[src/include/spibc_consts.svh]
`ifndef SPIBC_CONSTS_SVH
`define SPIBC_CONSTS_SVH
// ----------------------------------------
// register offsets (byte addresses)
// ----------------------------------------
`define SPIBC_OFF_CTRLA 8'h00
`define SPIBC_OFF_CTRLB 8'h04
`define SPIBC_OFF_INTCTRL 8'h08
`define SPIBC_OFF_INTFLAGS 8'h0c
`define SPIBC_OFF_DATA 8'h10
// ----------------------------------------
// field positions
// ----------------------------------------
`define SPIBC_CA_EN 0
`define SPIBC_CA_PRE 1
`define SPIBC_CA_DBL 4
`define SPIBC_CA_HOST 5
`define SPIBC_CA_ORD 6
`define SPIBC_CB_CPHA 0
`define SPIBC_CB_CPOL 1
`define SPIBC_CB_SSD 2
`define SPIBC_CB_SSOUT 3
`define SPIBC_CB_MISOOUT 4
`define SPIBC_CB_BUFFER_WAIT_RECEIVE 6
`define SPIBC_CB_BUFFER_ENABLE 7
`define SPIBC_IC_TIE 0
`define SPIBC_IC_TCE 6
`define SPIBC_IF_XFER 7
`define SPIBC_IF_WCOL 6
`define SPIBC_IF_DRE 5
`define SPIBC_IF_TXC 4
// ----------------------------------------
// reset values and timing
// ----------------------------------------
`define SPIBC_RST_CTRL 8'h00
`define SPIBC_DIV0 8'h04
`define SPIBC_DIV1 8'h10
`define SPIBC_DIV2 8'h40
`define SPIBC_DIV3 8'h80
`define SPIBC_LAST_EDGE 4'hf
`endif

[src/include/spibc_pkg.sv]
package spibc_pkg;
    typedef enum logic [0:0] {ST_IDLE, ST_RUN} spibc_state_t;
endpackage

[src/logic/spibc_top.sv]
// Operation
// - host data write starts a transfer
// - normal mode: host early write corrupts, sets collision
// - normal mode: byte to receive hold
// - transfer flag set, gated interrupt request
// - buffer_enable selects buffer; wait bit host-inert
// - host buffer: first sends, next held
// - buffer mode: two-entry receive queue
// - buffer mode: complete flag when shifter, holding empty
// - select_pin_disable: host ignores select pin
// - select pin output leaves host unaffected
// - low select input forces client mode
// - client idle until select low
// - client flag after each whole byte
// - normal mode: client early write dropped, collision set
// - select rising aborts client byte
// - client buffer modes by wait bit
// - eight-bit shifter, one in, one out
// - client MISO driven only when selected
// - four polarity/phase modes, opposite edges
// - data empty clears on hold write
//
// The address map and the AXI4-Lite register port are this design's own decisions.
`timescale 1ns/100ps
`default_nettype none
`include "spibc_consts.svh"
module spibc_top import spibc_pkg::*; (
    input wire logic aclk, // 20 MHz clock
    input wire logic aresetn, // sync reset, low
    input wire logic [7:0] s_axi_awaddr, // write address
    input wire logic s_axi_awvalid, // write address valid
    output logic s_axi_awready, // write address ready
    input wire logic [31:0] s_axi_wdata, // write data
    input wire logic [3:0] s_axi_wstrb, // write strobes
    input wire logic s_axi_wvalid, // write data valid
    output logic s_axi_wready, // write data ready
    output logic [1:0] s_axi_bresp, // write response
    output logic s_axi_bvalid, // write response valid
    input wire logic s_axi_bready, // write response ready
    input wire logic [7:0] s_axi_araddr, // read address
    input wire logic s_axi_arvalid, // read address valid
    output logic s_axi_arready, // read address ready
    output logic [31:0] s_axi_rdata, // read data
    output logic [1:0] s_axi_rresp, // read response
    output logic s_axi_rvalid, // read data valid
    input wire logic s_axi_rready, // read data ready
    input wire logic gie, // global interrupt enable
    output logic irq, // interrupt request
    input wire logic sck_i, // SCK pin level
    output logic sck_o, // SCK drive
    output logic sck_oe, // SCK drive enable
    input wire logic mosi_i, // MOSI pin level
    output logic mosi_o, // MOSI drive
    output logic mosi_oe, // MOSI drive enable
    input wire logic miso_i, // MISO pin level
    output logic miso_o, // MISO drive
    output logic miso_oe, // MISO drive enable
    input wire logic ss_n_i // select pin level, low
);
    // ----------------------------------------
    // register bus
    // ----------------------------------------
    logic [7:0] ctrla_r, ctrlb_r, intctrl_r;
    logic aw_full_r, w_full_r, bvalid_r, rvalid_r;
    logic [7:0] awaddr_r, wdata_r;
    logic wstrb_r;
    logic [1:0] bresp_r, rresp_r;
    logic [31:0] rdata_r;
    logic wr_go, rd_go, wr_hit, rd_hit, wr_en;
    logic [7:0] rd_mux, flags;

    function automatic logic map_hit(input logic [7:0] a);
        return (a[1:0] == 2'h0) && (a <= `SPIBC_OFF_DATA);
    endfunction

    assign s_axi_awready = ~aw_full_r & ~bvalid_r;
    assign s_axi_wready = ~w_full_r & ~bvalid_r;
    assign s_axi_arready = ~rvalid_r;
    assign s_axi_bvalid = bvalid_r;
    assign s_axi_bresp = bresp_r;
    assign s_axi_rvalid = rvalid_r;
    assign s_axi_rresp = rresp_r;
    assign s_axi_rdata = rdata_r;
    assign wr_go = aw_full_r & w_full_r & ~bvalid_r;
    assign rd_go = s_axi_arvalid & ~rvalid_r;
    assign wr_hit = map_hit(awaddr_r);
    assign rd_hit = map_hit(s_axi_araddr);
    // only the low byte lane carries register data
    assign wr_en = wr_go & wr_hit & wstrb_r;

    always_ff @(posedge aclk) begin
        if (!aresetn) begin
            aw_full_r <= 1'b0;
            w_full_r <= 1'b0;
            bvalid_r <= 1'b0;
            bresp_r <= 2'h0;
        end else begin
            aw_full_r <= (aw_full_r & ~wr_go) |
                         (s_axi_awvalid & s_axi_awready);
            w_full_r <= (w_full_r & ~wr_go) |
                        (s_axi_wvalid & s_axi_wready);
            bvalid_r <= wr_go | (bvalid_r & ~s_axi_bready);
            if (wr_go) begin
                bresp_r <= wr_hit ? 2'h0 : 2'h2;
            end
        end
    end

    always_ff @(posedge aclk) begin
        if (s_axi_awvalid && s_axi_awready) begin
            awaddr_r <= s_axi_awaddr;
        end
        if (s_axi_wvalid && s_axi_wready) begin
            wdata_r <= s_axi_wdata[7:0];
            wstrb_r <= s_axi_wstrb[0];
        end
    end

    always_ff @(posedge aclk) begin
        if (!aresetn) begin
            rvalid_r <= 1'b0;
            rresp_r <= 2'h0;
            rdata_r <= 32'h0000_0000;
        end else if (rd_go) begin
            rvalid_r <= 1'b1;
            rresp_r <= rd_hit ? 2'h0 : 2'h2;
            rdata_r <= {24'h00_0000, rd_hit ? rd_mux : 8'h00};
        end else if (s_axi_rready) begin
            rvalid_r <= 1'b0;
        end
    end

    // ----------------------------------------
    // control decode and pin synchronisers
    // ----------------------------------------
    logic en, host, cpha, cpol, lsb, buffer_enable, buffer_wait_receive, select_pin_disable, ssout;
    logic ss_m_r, ss_s_r, sck_m_r, sck_s_r, sck_d_r;
    logic mosi_m_r, mosi_s_r, miso_m_r, miso_s_r;
    assign en = ctrla_r[`SPIBC_CA_EN];
    assign host = ctrla_r[`SPIBC_CA_HOST];
    assign lsb = ctrla_r[`SPIBC_CA_ORD];
    assign cpha = ctrlb_r[`SPIBC_CB_CPHA];
    assign cpol = ctrlb_r[`SPIBC_CB_CPOL];
    assign select_pin_disable = ctrlb_r[`SPIBC_CB_SSD];
    assign ssout = ctrlb_r[`SPIBC_CB_SSOUT];
    assign buffer_wait_receive = ctrlb_r[`SPIBC_CB_BUFFER_WAIT_RECEIVE];
    assign buffer_enable = ctrlb_r[`SPIBC_CB_BUFFER_ENABLE];

    always_ff @(posedge aclk) begin
        if (!aresetn) begin
            {ss_m_r, ss_s_r} <= 2'h3;
            {sck_m_r, sck_s_r, sck_d_r} <= 3'h0;
            {mosi_m_r, mosi_s_r, miso_m_r, miso_s_r} <= 4'h0;
        end else begin
            {ss_m_r, ss_s_r} <= {ss_n_i, ss_m_r};
            {sck_m_r, sck_s_r, sck_d_r} <= {sck_i, sck_m_r, sck_s_r};
            {mosi_m_r, mosi_s_r} <= {mosi_i, mosi_m_r};
            {miso_m_r, miso_s_r} <= {miso_i, miso_m_r};
        end
    end

    // ----------------------------------------
    // serial engine
    // ----------------------------------------
    spibc_state_t state_r, state_nxt;
    logic [7:0] shreg_r, tbuf_r, rxhold_r, shifted, q_head;
    logic [3:0] edge_r;
    logic tbuf_full_r, sh_full_r, sck_r, smp_r, tick, running;
    logic host_lost, cl_sel, edge_ev, smp_edge, shf_edge, done;
    logic busy, dw, dre, sh_wr, tb_wr, reload, cl_copy, start;
    logic edge_clr, din, outbit, q_empty;

    function automatic logic [7:0] shift_in(input logic [7:0] s,
                                            input logic b,
                                            input logic lsb_first);
        return lsb_first ? {b, s[7:1]} : {s[6:0], b};
    endfunction

    assign running = (state_r == ST_RUN);
    // a pin used as output or disabled never demotes the host
    assign host_lost = en & host & ~select_pin_disable & ~ssout & ~ss_s_r;
    assign cl_sel = en & ~host & ~ss_s_r;
    assign edge_ev = host ? (running & tick) :
                     (cl_sel & (sck_s_r != sck_d_r));
    assign smp_edge = edge_ev & (edge_r[0] == cpha);
    assign shf_edge = edge_ev & ~smp_edge &
                      ~(cpha & (edge_r == 4'h0));
    assign done = edge_ev & (edge_r == `SPIBC_LAST_EDGE);
    assign din = host ? miso_s_r : mosi_s_r;
    assign shifted = shift_in(shreg_r, smp_edge ? din : smp_r, lsb);
    assign outbit = lsb ? shreg_r[0] : shreg_r[7];
    assign busy = host ? running : (cl_sel & (edge_r != 4'h0));
    assign dre = ~tbuf_full_r;

    assign dw = wr_en & (awaddr_r == `SPIBC_OFF_DATA) & en;
    // in normal mode a host write lands even mid-byte; client mid-byte is dropped
    assign sh_wr = buffer_enable ? (dw & dre & host & ~running & ~tbuf_full_r) :
                   (dw & (host | ~busy));
    assign tb_wr = dw & buffer_enable & dre & ~sh_wr;
    assign reload = done & buffer_enable & tbuf_full_r;
    // the wait bit only matters to a client
    assign cl_copy = en & buffer_enable & ~host & buffer_wait_receive & ss_s_r &
                     tbuf_full_r & ~sh_full_r;
    assign start = sh_wr & host & ~running;
    assign edge_clr = ~en | host_lost | (~host & ss_s_r) |
                      (host & ~running);

    spibc_sckdiv u_div (
        .aclk(aclk),
        .aresetn(aresetn),
        .run(running),
        .clock_prescaler(ctrla_r[`SPIBC_CA_PRE +: 2]),
        .dbl(ctrla_r[`SPIBC_CA_DBL]),
        .tick(tick)
    );

    always_comb begin
        state_nxt = state_r;
        case (state_r)
            ST_IDLE: begin
                if (start) begin
                    state_nxt = ST_RUN;
                end
            end
            ST_RUN: begin
                if (~en | host_lost | (done & ~reload)) begin
                    state_nxt = ST_IDLE;
                end
            end
            default: state_nxt = ST_IDLE;
        endcase
    end

    always_ff @(posedge aclk) begin
        if (!aresetn) begin
            state_r <= ST_IDLE;
            edge_r <= 4'h0;
            sck_r <= 1'b0;
            smp_r <= 1'b0;
        end else begin
            state_r <= state_nxt;
            if (edge_clr) begin
                edge_r <= 4'h0;
            end else if (edge_ev) begin
                edge_r <= edge_r + 4'h1;
            end
            sck_r <= running ? (sck_r ^ (host & tick)) : cpol;
            if (smp_edge) begin
                smp_r <= din;
            end
        end
    end

    always_ff @(posedge aclk) begin
        if (!aresetn) begin
            shreg_r <= 8'h00;
        end else if (reload || cl_copy) begin
            shreg_r <= tbuf_r;
        end else if (sh_wr) begin
            shreg_r <= wdata_r;
        end else if (shf_edge || done) begin
            shreg_r <= shifted;
        end
    end

    always_ff @(posedge aclk) begin
        if (!aresetn) begin
            tbuf_r <= 8'h00;
            tbuf_full_r <= 1'b0;
            sh_full_r <= 1'b0;
            rxhold_r <= 8'h00;
        end else begin
            if (tb_wr) begin
                tbuf_r <= wdata_r;
            end
            tbuf_full_r <= tb_wr | (tbuf_full_r & ~(reload | cl_copy));
            sh_full_r <= sh_wr | reload | cl_copy | (sh_full_r & ~done);
            if (done && !buffer_enable) begin
                rxhold_r <= shifted;
            end
        end
    end

    // unread queue content is never overwritten; a byte arriving with two unread and no read in that cycle is dropped
    spibc_rxq u_rxq (
        .aclk(aclk),
        .aresetn(aresetn),
        .push(done & buffer_enable),
        .din(shifted),
        .pop(rd_go & (s_axi_araddr == `SPIBC_OFF_DATA) & buffer_enable),
        .dout_r(q_head),
        .empty(q_empty)
    );

    // ----------------------------------------
    // control registers and flags
    // ----------------------------------------
    logic xfer_if_r, wcol_r, txc_r, fl_clr;
    logic [7:0] clr;
    assign fl_clr = wr_en & (awaddr_r == `SPIBC_OFF_INTFLAGS);
    assign clr = fl_clr ? wdata_r : 8'h00;

    always_ff @(posedge aclk) begin
        if (!aresetn) begin
            ctrla_r <= `SPIBC_RST_CTRL;
            ctrlb_r <= `SPIBC_RST_CTRL;
            intctrl_r <= `SPIBC_RST_CTRL;
        end else begin
            if (host_lost) begin
                ctrla_r[`SPIBC_CA_HOST] <= 1'b0;
            end else if (wr_en && awaddr_r == `SPIBC_OFF_CTRLA) begin
                ctrla_r <= wdata_r;
            end
            if (wr_en && awaddr_r == `SPIBC_OFF_CTRLB) begin
                ctrlb_r <= wdata_r;
            end
            if (wr_en && awaddr_r == `SPIBC_OFF_INTCTRL) begin
                intctrl_r <= wdata_r;
            end
        end
    end

    // set wins over a same-cycle write-one-to-clear
    always_ff @(posedge aclk) begin
        if (!aresetn) begin
            xfer_if_r <= 1'b0;
            wcol_r <= 1'b0;
            txc_r <= 1'b0;
        end else begin
            xfer_if_r <= done | host_lost |
                         (xfer_if_r & ~clr[`SPIBC_IF_XFER]);
            wcol_r <= (dw & ~buffer_enable & busy) |
                      (wcol_r & ~clr[`SPIBC_IF_WCOL]);
            txc_r <= (done & buffer_enable & ~tbuf_full_r) |
                     (txc_r & ~clr[`SPIBC_IF_TXC]);
        end
    end

    assign flags = {xfer_if_r, wcol_r, dre, txc_r, 3'h0, q_empty};
    assign rd_mux = (s_axi_araddr == `SPIBC_OFF_CTRLA) ? ctrla_r :
                    (s_axi_araddr == `SPIBC_OFF_CTRLB) ? ctrlb_r :
                    (s_axi_araddr == `SPIBC_OFF_INTCTRL) ? intctrl_r :
                    (s_axi_araddr == `SPIBC_OFF_INTFLAGS) ? flags :
                    (buffer_enable ? q_head : rxhold_r);
    assign irq = gie & ((xfer_if_r & intctrl_r[`SPIBC_IC_TIE]) |
                 (txc_r & intctrl_r[`SPIBC_IC_TCE]));

    assign sck_o = sck_r;
    assign sck_oe = en & host;
    assign mosi_o = outbit;
    assign mosi_oe = en & host;
    assign miso_o = outbit;
    assign miso_oe = cl_sel & ctrlb_r[`SPIBC_CB_MISOOUT];

    // ----------------------------------------
    // checks
    // ----------------------------------------
    host_start_a: assert property (@(posedge aclk) disable iff (!aresetn)
        (dw & host & ~buffer_enable & ~running) |=> running)
        else $error("host write did not start a transfer");
    wcol_set_a: assert property (@(posedge aclk) disable iff (!aresetn)
        (dw & ~buffer_enable & busy) |=> wcol_r)
        else $error("early write did not flag a collision");
    rx_hold_a: assert property (@(posedge aclk) disable iff (!aresetn)
        (done & ~buffer_enable) |=> (rxhold_r == $past(shifted)))
        else $error("received byte not held");
    irq_gate_a: assert property (@(posedge aclk) disable iff (!aresetn)
        (done & gie & intctrl_r[`SPIBC_IC_TIE]) |=> irq)
        else $error("transfer interrupt not raised");
    txc_set_a: assert property (@(posedge aclk) disable iff (!aresetn)
        (done & buffer_enable & ~tbuf_full_r) |=> (txc_r & ~running))
        else $error("complete flag missing");
    host_lost_a: assert property (@(posedge aclk) disable iff (!aresetn)
        host_lost |=> (~ctrla_r[`SPIBC_CA_HOST] & xfer_if_r & ~running))
        else $error("forced client switch incomplete");
    ss_ignore_a: assert property (@(posedge aclk) disable iff (!aresetn)
        (en & host & select_pin_disable & ~wr_en) |=> ctrla_r[`SPIBC_CA_HOST])
        else $error("disabled select pin demoted host");
    ss_abort_a: assert property (@(posedge aclk) disable iff (!aresetn)
        (en & ~host & ss_s_r) |=> (edge_r == 4'h0) [*2])
        else $error("deselect did not reset bit count");
    hold_dre_a: assert property (@(posedge aclk) disable iff (!aresetn)
        (tb_wr & ~reload) |=> ~dre)
        else $error("data empty not cleared");
    miso_hiz_a: assert property (@(posedge aclk) disable iff (!aresetn)
        ss_s_r |-> ~miso_oe)
        else $error("MISO driven while deselected");
endmodule
`default_nettype wire

[src/logic/spibc_sckdiv.sv]
`timescale 1ns/100ps
`default_nettype none
`include "spibc_consts.svh"
module spibc_sckdiv import spibc_pkg::*; (
    input wire logic aclk, // system clock
    input wire logic aresetn, // sync reset, low
    input wire logic run, // transfer active
    input wire logic [1:0] clock_prescaler, // division select
    input wire logic dbl, // halve the division
    output logic tick // half-period enable pulse
);
    logic [7:0] cnt_r;
    logic [7:0] lim;

    function automatic logic [7:0] half_lim(input logic [1:0] p,
                                            input logic d);
        logic [7:0] div;
        div = (p == 2'h0) ? `SPIBC_DIV0 :
              (p == 2'h1) ? `SPIBC_DIV1 :
              (p == 2'h2) ? `SPIBC_DIV2 : `SPIBC_DIV3;
        return (d ? (div >> 2) : (div >> 1)) - 8'h01;
    endfunction

    // fastest settings outrun the two-flop miso synchroniser
    assign lim = half_lim(clock_prescaler, dbl);
    assign tick = run & (cnt_r == lim);

    // counter held at zero while idle so the first half period is whole
    always_ff @(posedge aclk) begin
        if (!aresetn || !run || tick) begin
            cnt_r <= 8'h00;
        end else begin
            cnt_r <= cnt_r + 8'h01;
        end
    end
endmodule
`default_nettype wire

[src/logic/spibc_rxq.sv]
`timescale 1ns/100ps
`default_nettype none
module spibc_rxq import spibc_pkg::*; (
    input wire logic aclk, // system clock
    input wire logic aresetn, // sync reset, low
    input wire logic push, // store a received byte
    input wire logic [7:0] din, // received byte
    input wire logic pop, // software took the head
    output logic [7:0] dout_r, // head of queue
    output logic empty // no byte held
);
    logic [7:0] mem_r [0:1];
    logic wptr_r;
    logic rptr_r;
    logic [1:0] cnt_r;
    logic do_pop;
    logic do_push;
    logic [7:0] head_nxt;

    assign empty = (cnt_r == 2'h0);
    assign do_pop = pop & ~empty;
    // a byte arriving into a full queue is lost unless a pop frees a slot in the same cycle
    assign do_push = push & ((cnt_r != 2'h2) | do_pop);
    assign head_nxt = (do_push & (empty | (cnt_r == 2'h1 & do_pop))) ?
                      din : (do_pop ? mem_r[~rptr_r] : mem_r[rptr_r]);

    always_ff @(posedge aclk) begin
        if (do_push) begin
            mem_r[wptr_r] <= din;
        end
        dout_r <= head_nxt;
    end

    always_ff @(posedge aclk) begin
        if (!aresetn) begin
            wptr_r <= 1'b0;
            rptr_r <= 1'b0;
            cnt_r <= 2'h0;
        end else begin
            wptr_r <= wptr_r ^ do_push;
            rptr_r <= rptr_r ^ do_pop;
            cnt_r <= cnt_r + {1'b0, do_push} - {1'b0, do_pop};
        end
    end
endmodule
`default_nettype wire

[config.mk]
export PLATFORM = sky130hd
export DESIGN_NAME = spibc_top
export DESIGN_NICKNAME = d
export VERILOG_FILES = /design/src/include/spibc_pkg.sv /design/src/logic/spibc_top.sv /design/src/logic/spibc_sckdiv.sv /design/src/logic/spibc_rxq.sv
export VERILOG_INCLUDE_DIRS = /design/src /design/src/include
export SDC_FILE = /design/constraint.sdc
export NUM_CORES = 1
export LEC_CHECK = 0
export ABC_AREA = 1
export BUFFER_PORTS_ARGS = -buffer_cell sky130_fd_sc_hd__buf_2
export CORE_AREA = 8 8 142 111
export CTS_CLUSTER_DIAMETER = 100
export DETAILED_ROUTE_END_ITERATION = 10
export DIE_AREA = 0 0 150 119
export PLACE_DENSITY_LB_ADDON = 0.3
export SYNTH_ARGS = -nofsm -noshare
export SYNTH_HDL_FRONTEND = slang
export SYNTH_SLANG_ARGS = --single-unit
[constraint.sdc]
create_clock -name aclk -period 3.84 [get_ports aclk]
set_input_delay 0.384 -clock aclk [delete_from_list [all_inputs] [get_ports aclk]]
set_output_delay 0.384 -clock aclk [all_outputs]
set_load 0.02 [all_outputs]
Word level (Yosys, flattened, before mapping) --
Memories as Yosys holds them, arrays and structs flattened. A register that Yosys moved wholly into a read port is not among the register bits. Cells that the tools add are included.
Storage, ports and cells: memories kept 1, input port bits 64, register bits after elaboration 122, memory bits (writable) 16
Memory list:
- u_rxq.mem_r | words 2, bits a word 8, read ports 2, clocked after memory_dff 1, write ports 1, RTL line spibc_rxq.sv:12 | logic [7:0] mem_r [0:1];
Operators by class: reduce and logical (&&, ||, !) cells 28, equal/unequal tests 16, add/sub/neg operators 5, order comparisons 2, mux-type cells 34, bitwise gates (word level) 122
Operators by type and width (number):
- $mux 8 | 16
- $and 1x1->1 | 70
- $eq 8x4->1 const B | 4
- $not 1->1 | 29
- $or 1x1->1 | 20
- $eq 8x3->1 const B | 2
- $eq 8x5->1 const B | 2
- $le 8x5->1 const B | 2
- $logic_not 8->1 | 2
- $mux 1 | 14
- $add 8x1->8 const B | 1
- $eq 8x8->1 | 1
- $logic_and 1x1->1 | 8
- $logic_not 2->1 | 4
- $sub 8x1->8 const B | 1
- $mux 7 | 1
- $add 4x1->4 const B | 1
- $eq 2x1->1 const B | 2
- $eq 4x4->1 const B | 1
- $logic_not 4->1 | 1
- $logic_or 1x1->1 | 4
- $mux 2 | 2
- $reduce_bool 4->1 | 1
- $reduce_or 2->1 | 2
- 12 further kinds | 16

Depth between registers and ports, before layout --
depth in word-level cells 18, mapped depth 20, mapped depth without buffers 19

Modules after synthesis --
Synthesis repeated with hierarchy kept, for this count alone.
Unflattened totals: cells, all modules 931, area, all modules 6885.4 sq um
Modules (own cells, without submodules):
- spibc_top | cells an instance 680, area each 4987.3 sq um, seq. area each 2172.1 sq um, instances 1
- spibc_rxq | cells an instance 168, area each 1353.8 sq um, seq. area each 740.7 sq um, instances 1
- spibc_sckdiv | cells an instance 83, area each 544.3 sq um, seq. area each 160.2 sq um, instances 1

Worst setup path after synthesis --
OpenSTA, ideal clock, no wires.
kind register -> register, start point reg ctrla_r[2], end point mem u_rxq.mem_r[0][0], enable pin, cell stages (with the launch flop) 15, clock period less this slack 2661 ps, data arrival time 2329 ps, path slack 1179 ps, path through dfxtp_1 > buf_6 > nor2_2 > nand2_1 > ha_1 > nand2_1 > nand3_1 > nor2_1 > nand3_2 > nor2_4 > nand3_4 > nand2_8 > nand2_2 > a311oi_1 > ha_1
Between the ends: word-level cells in the longest chain between the ends 15, elaborated cells on any way between the ends 17, classes of those cells 1 x add/sub; 3 x eq/ne; 7 x mux; 5 x bitwise; 1 x reduce/logical
RTL lines:
- start, declared | RTL line spibc_top.sv:63 | logic [7:0] ctrla_r, ctrlb_r, intctrl_r;
- start signal, assigned | RTL line spibc_top.sv:305 | ctrla_r <= `SPIBC_RST_CTRL;
- start signal, assigned | RTL line spibc_top.sv:312 | ctrla_r <= wdata_r;
- $eq 2x2->1 | RTL line spibc_sckdiv.sv:20 | (p == 2'h2) ? `SPIBC_DIV2 : `SPIBC_DIV3;
- $mux 8 (no source line) (2 in a row)
- $mux 8 (no source line) *
- $mux 7 * | RTL line spibc_sckdiv.sv:21 | return (d ? (div >> 2) : (div >> 1)) - 8'h01;
- $sub 8x1->8 * | RTL line spibc_sckdiv.sv:21
- $eq 8x8->1 * | RTL line spibc_sckdiv.sv:26 | assign tick = run & (cnt_r == lim);
- $and 1x1->1 * | RTL line spibc_sckdiv.sv:26
- $and 1x1->1 * | RTL line spibc_top.sv:183 | assign edge_ev = host ? (running & tick) :
- $mux 1 * | RTL line spibc_top.sv:183
- $and 1x1->1 * | RTL line spibc_top.sv:188 | assign done = edge_ev & (edge_r == `SPIBC_LAST_EDGE);
- $and 1x1->1 * | RTL line spibc_top.sv:288 | .push(done & buffer_enable),
- $and 1x1->1 * | RTL line spibc_rxq.sv:23 | assign do_push = push & ((cnt_r != 2'h2) | do_pop);
- $mux 1 * | RTL line spibc_rxq.sv:28 | if (do_push) begin
- $mux 1 (not written as such) * | RTL line spibc_rxq.sv:29 | mem_r[wptr_r] <= din;
- end, declared | RTL line spibc_rxq.sv:12
Mark *: on every way between the ends. The rest lies on a longest branch, timed or not.

Worst setup path in the final report --
start point reg ctrla_r[2], end point mem u_rxq.mem_r[0][2], enable pin
Same word-level chain as after synthesis.

==> summary.txt <==
Setup path
  – Critical path launch point type: flip-flop
  – Reg2reg path depth: 12
  – CP Max Fanout: 10
  – R2r startpoint: ctrla_r[2]$_SDFFE_PN0P_
  – Type of the worst setup path: flip-flop to flip-flop
  – Worst setup path endpoint: u_rxq.mem_r[0][2]$_DFFE_PP_
  – Critical Path Sink Type: flip-flop
  – Reg2Reg Setup Slack: 0.61 ns
  – Worst Path Arrival: 3.29 ns
  – CP Launch Point: ctrla_r[2]$_SDFFE_PN0P_
  – Worst r2r dst: u_rxq.mem_r[0][2]$_DFFE_PP_
  – CP required: 3.90 ns

Global route
  – Antenna violations before repair: 0
  – First-pass GRT wire length: 26000 um
  – Largest net degree at the start of global routing: 54
  – GRT overflow: 0
  – Overall routing resource usage: 18.2%
  – Number of global-route vias before repair: 5191

Clock tree
  – Worst-path clk slew: 0.06 ns
  – Clk_lat worst skew: 0.42 ns
  – Post-cts repair resize count: 0
  – Htree depth: 4
  – Post-CTS setup buffers: 0
  – CTS root buf: clkbuf_16
  – TritonCTS clock tree: yes
  – Clock Tree Buf Depth: 2
  – Hold_buf cts: 0
  – TritonCTS buffer count: 17
  – CTS sink cnt: 137

Floorplanning
  – Die Area: 17900 um2
  – Initial Util: 49.2%
  – Row count: 37
  – Number of top-level pins: 112
  – Vert. Die Dim: 119 um
  – Core area: 13400 um2
  – Width of the die: 150 um

Hold path
  – Min-Delay Path Class: input pin to flip-flop

Power
  – Logic pwr share: 3.6%
  – Pwr dens: 441 nW/um2
  – Seq pwr share: 46.0%
  – Sw Share: 22.6%
  – LEAKAGE: 3.20 nW
  – Switching pwr: 0.747 mW
  – Internal Power: 2.56 mW
  – Clock Power Share: 50.4%
  – VDD IR max: 312 uV

Logic synthesis
  – Post-synth EDFFs: 33
  – Synthesized flop and latch total: 137
  – Most frequent cells after synthesis: nand2_1 (136), inv_1 (114), dfxtp_1 (104)
  – Synth cell types: 46
  – Ys async rst share: 0%
  – Synth Instances: 848
  – Dominant cells by area after synthesis: dfxtp_1 (32%), edfxtp_1 (15%), nand2_1 (7.7%), inv_1 (6.5%), o21ai_0 (6.2%)
  – Primary FF master, synth: dfxtp_1
  – Post-synth top area share: 31.5%
  – Part of the Yosys area used for sequential elements: 46.5%
  – Syn_area_per_cell: 7.79 um2
  – Synth warnings: 0
  – Syn Std Cell Area: 6610 um2
  – Post-synth top area cell: dfxtp_1
  – Top-count cell post-synth: nand2_1

Drt
  – Post-route ant nets: 0
  – Via count: 5601
  – Initial DRC count: 534
  – Mean routed wirelength per cell: 14.4 um
  – DRT Pass-1 Iters: 5
  – Avg Vias per Cell: 5.16
  – DRT Wirelength: 15700 um
  – Post-route DRC violation count: 0

Place
  – Hpwl dp: 11100 um
  – Placed cell areas: 6890 um2
  – IO buf count: 58
  – GP Congestion: 0.842

Timing
  – Tmin final: 3.23 ns
  – Final Hold Vio Count: 0
  – Pins Over Slew Limit: 0
  – Worst-Margin Slew: 1.17 ns
  – Final Cycle Share: 84.1%
  – Slew HR: 21.4%
  – RSZ-0062 raised after global routing: no
  – Final setup fails: 0
  – Clk_skew: 0.0105 ns
  – Post-Route Setup TNS: 0 ns
  – FMAX: 310 MHz

Cells and area
  – ANT cells: 0
  – Total Nets Final: 969
  – Share of post-route cells with drive strength above 1: 14.5%
  – Synth-to-Final Area Change: 13.4%
  – Final Cell Area: 7500 um2

Run status
  – Outcome: complete, no violations

Job
  – Max_cap viols: 0
-- routing by layer --
metal	global-route usage, %	part of all wire, %
met5	0	0
met4	5.17	0.55
met3	4.88	9.7
met2	26.0	41
met1	26.1	48
-- stage by stage --
step | total power [mW] | utilization, % | hold WS [ns] | std cells | setup slack, ns
after floorplan | 1.64 | - | 0.390 | 873 | 1.18
after global placement | 1.67 | 51.4 | 0.393 | 1053 | 0.691
after detailed placement | 1.67 | 51.4 | 0.401 | 1053 | 0.655
after CTS | 3.32 | 55.8 | 0.129 | 1085 | 0.652
after global routing | 3.41 | 55.8 | 0.116 | 1085 | 0.370
final | 3.30 | 55.8 | 0.140 | 1085 | 0.612
-- sequential cells by signal, summed over array words and instances, names as in the netlist, 8 cells and up, named ones only --
name          count
rxhold_r          8
u_rxq.mem_r      16
u_rxq.dout_r      8
intctrl_r         8
shreg_r           8
ctrla_r           8
ctrlb_r           8
tbuf_r            8
u_div.cnt_r       8
wdata_r           8
s_axi_rdata       8
awaddr_r          8
-- cells in the final DEF, fill, tap and decap left out, types with 2 or more instances in the layout --
| cell type | netlist | routed |
|---|---|---|
| clkinv_1 | 2 | 2 |
| bufinv_16 | 0 | 3 |
| inv_1 | 114 | 114 |
| clkinv_4 | 0 | 3 |
| nand4_1 | 14 | 14 |
| nand3_1 | 31 | 31 |
| clkinvlp_4 | 0 | 4 |
| clkbuf_16 | 0 | 17 |
| o21ai_1 | 15 | 15 |
| buf_2 | 4 | 58 |
| o21ai_0 | 82 | 82 |
| nor3b_1 | 2 | 2 |
| a21oi_1 | 77 | 77 |
| xnor2_1 | 4 | 4 |
| inv_2 | 7 | 7 |
| conb_1 | 1 | 26 |
| o21ai_2 | 3 | 3 |
| o211ai_1 | 23 | 23 |
| nor3_1 | 8 | 8 |
| edfxtp_1 | 33 | 33 |
| a31oi_1 | 4 | 4 |
| nand2_1 | 136 | 136 |
| xor2_1 | 6 | 6 |
| dfxtp_1 | 104 | 104 |
| or2_2 | 7 | 7 |
| nor2_1 | 77 | 77 |
| ha_1 | 8 | 8 |
| nor4_1 | 2 | 2 |
| buf_4 | 29 | 5 |
| nand2_2 | 7 | 7 |
| nor2_2 | 6 | 6 |
| inv_4 | 0 | 2 |
| o311ai_0 | 2 | 2 |
-- layout make-up --
| cell class | count | area [um2] |
|---|---|---|
| Tap cell | 175 | 219 |
| Clock buffer | 18 | 429 |
| Fill cell | 1242 | 5930 |
| Inverter | 123 | 462 |
| Sequential cell | 137 | 3070 |
| Multi-Input combinational cell | 555 | 2810 |
| Clock inverter | 14 | 173 |
| Timing Repair Buffer | 63 | 328 |
-- power groups by stage --
stage	clock network [mW]	logic [mW]	registers, mW
2_1_floorplan	0	0.0971	1.54
3_3_place_gp	0	0.116	1.55
3_5_place_dp	0	0.118	1.55
4_1_cts	1.68	0.118	1.52
5_1_grt	1.76	0.133	1.52
6_report	1.66	0.119	1.52
-- critical path, stage by stage (launching register included) --
cell      delay, ns
dfxtp_1        0.48
nor2_2         0.08
nand2_1        0.09
ha_1           0.25
nand4_1        0.16
nand3_1        0.12
nand2_1        0.06
nor2_2         0.18
nand3_4        0.14
nand2_8        0.12
nand2_2        0.14
a311oi_1       0.52
ha_1           0.53
-- logic make-up after synthesis --
kind of cell	Yosys count	synth area share, %
simple gates	299	20.7
compound gates	212	17.6
buf+inv	181	12.3
flops	137	46.5
xor+xnor	10	1.33
fa+ha+maj	8	1.51
other cells	1	0.0568
-- worst min path at each step --
| stage | startpoint | end | cells past startpoint |
|---|---|---|---|
| 3_3_place_gp | miso_m_r$_SDFF_PN0_ | miso_s_r$_SDFF_PN0_ | 2 |
| 6_report | s_axi_wdata[5] | wdata_r[5]$_DFFE_PP_ | 1 |
| 4_1_cts | s_axi_wdata[2] | wdata_r[2]$_DFFE_PP_ | 1 |
| 5_1_grt | s_axi_wdata[3] | wdata_r[3]$_DFFE_PP_ | 1 |
| 2_1_floorplan | miso_m_r$_SDFF_PN0_ | miso_s_r$_SDFF_PN0_ | 2 |
| 3_5_place_dp | miso_m_r$_SDFF_PN0_ | miso_s_r$_SDFF_PN0_ | 2 |
No activity file was read; power rests on OpenSTA's default activity.
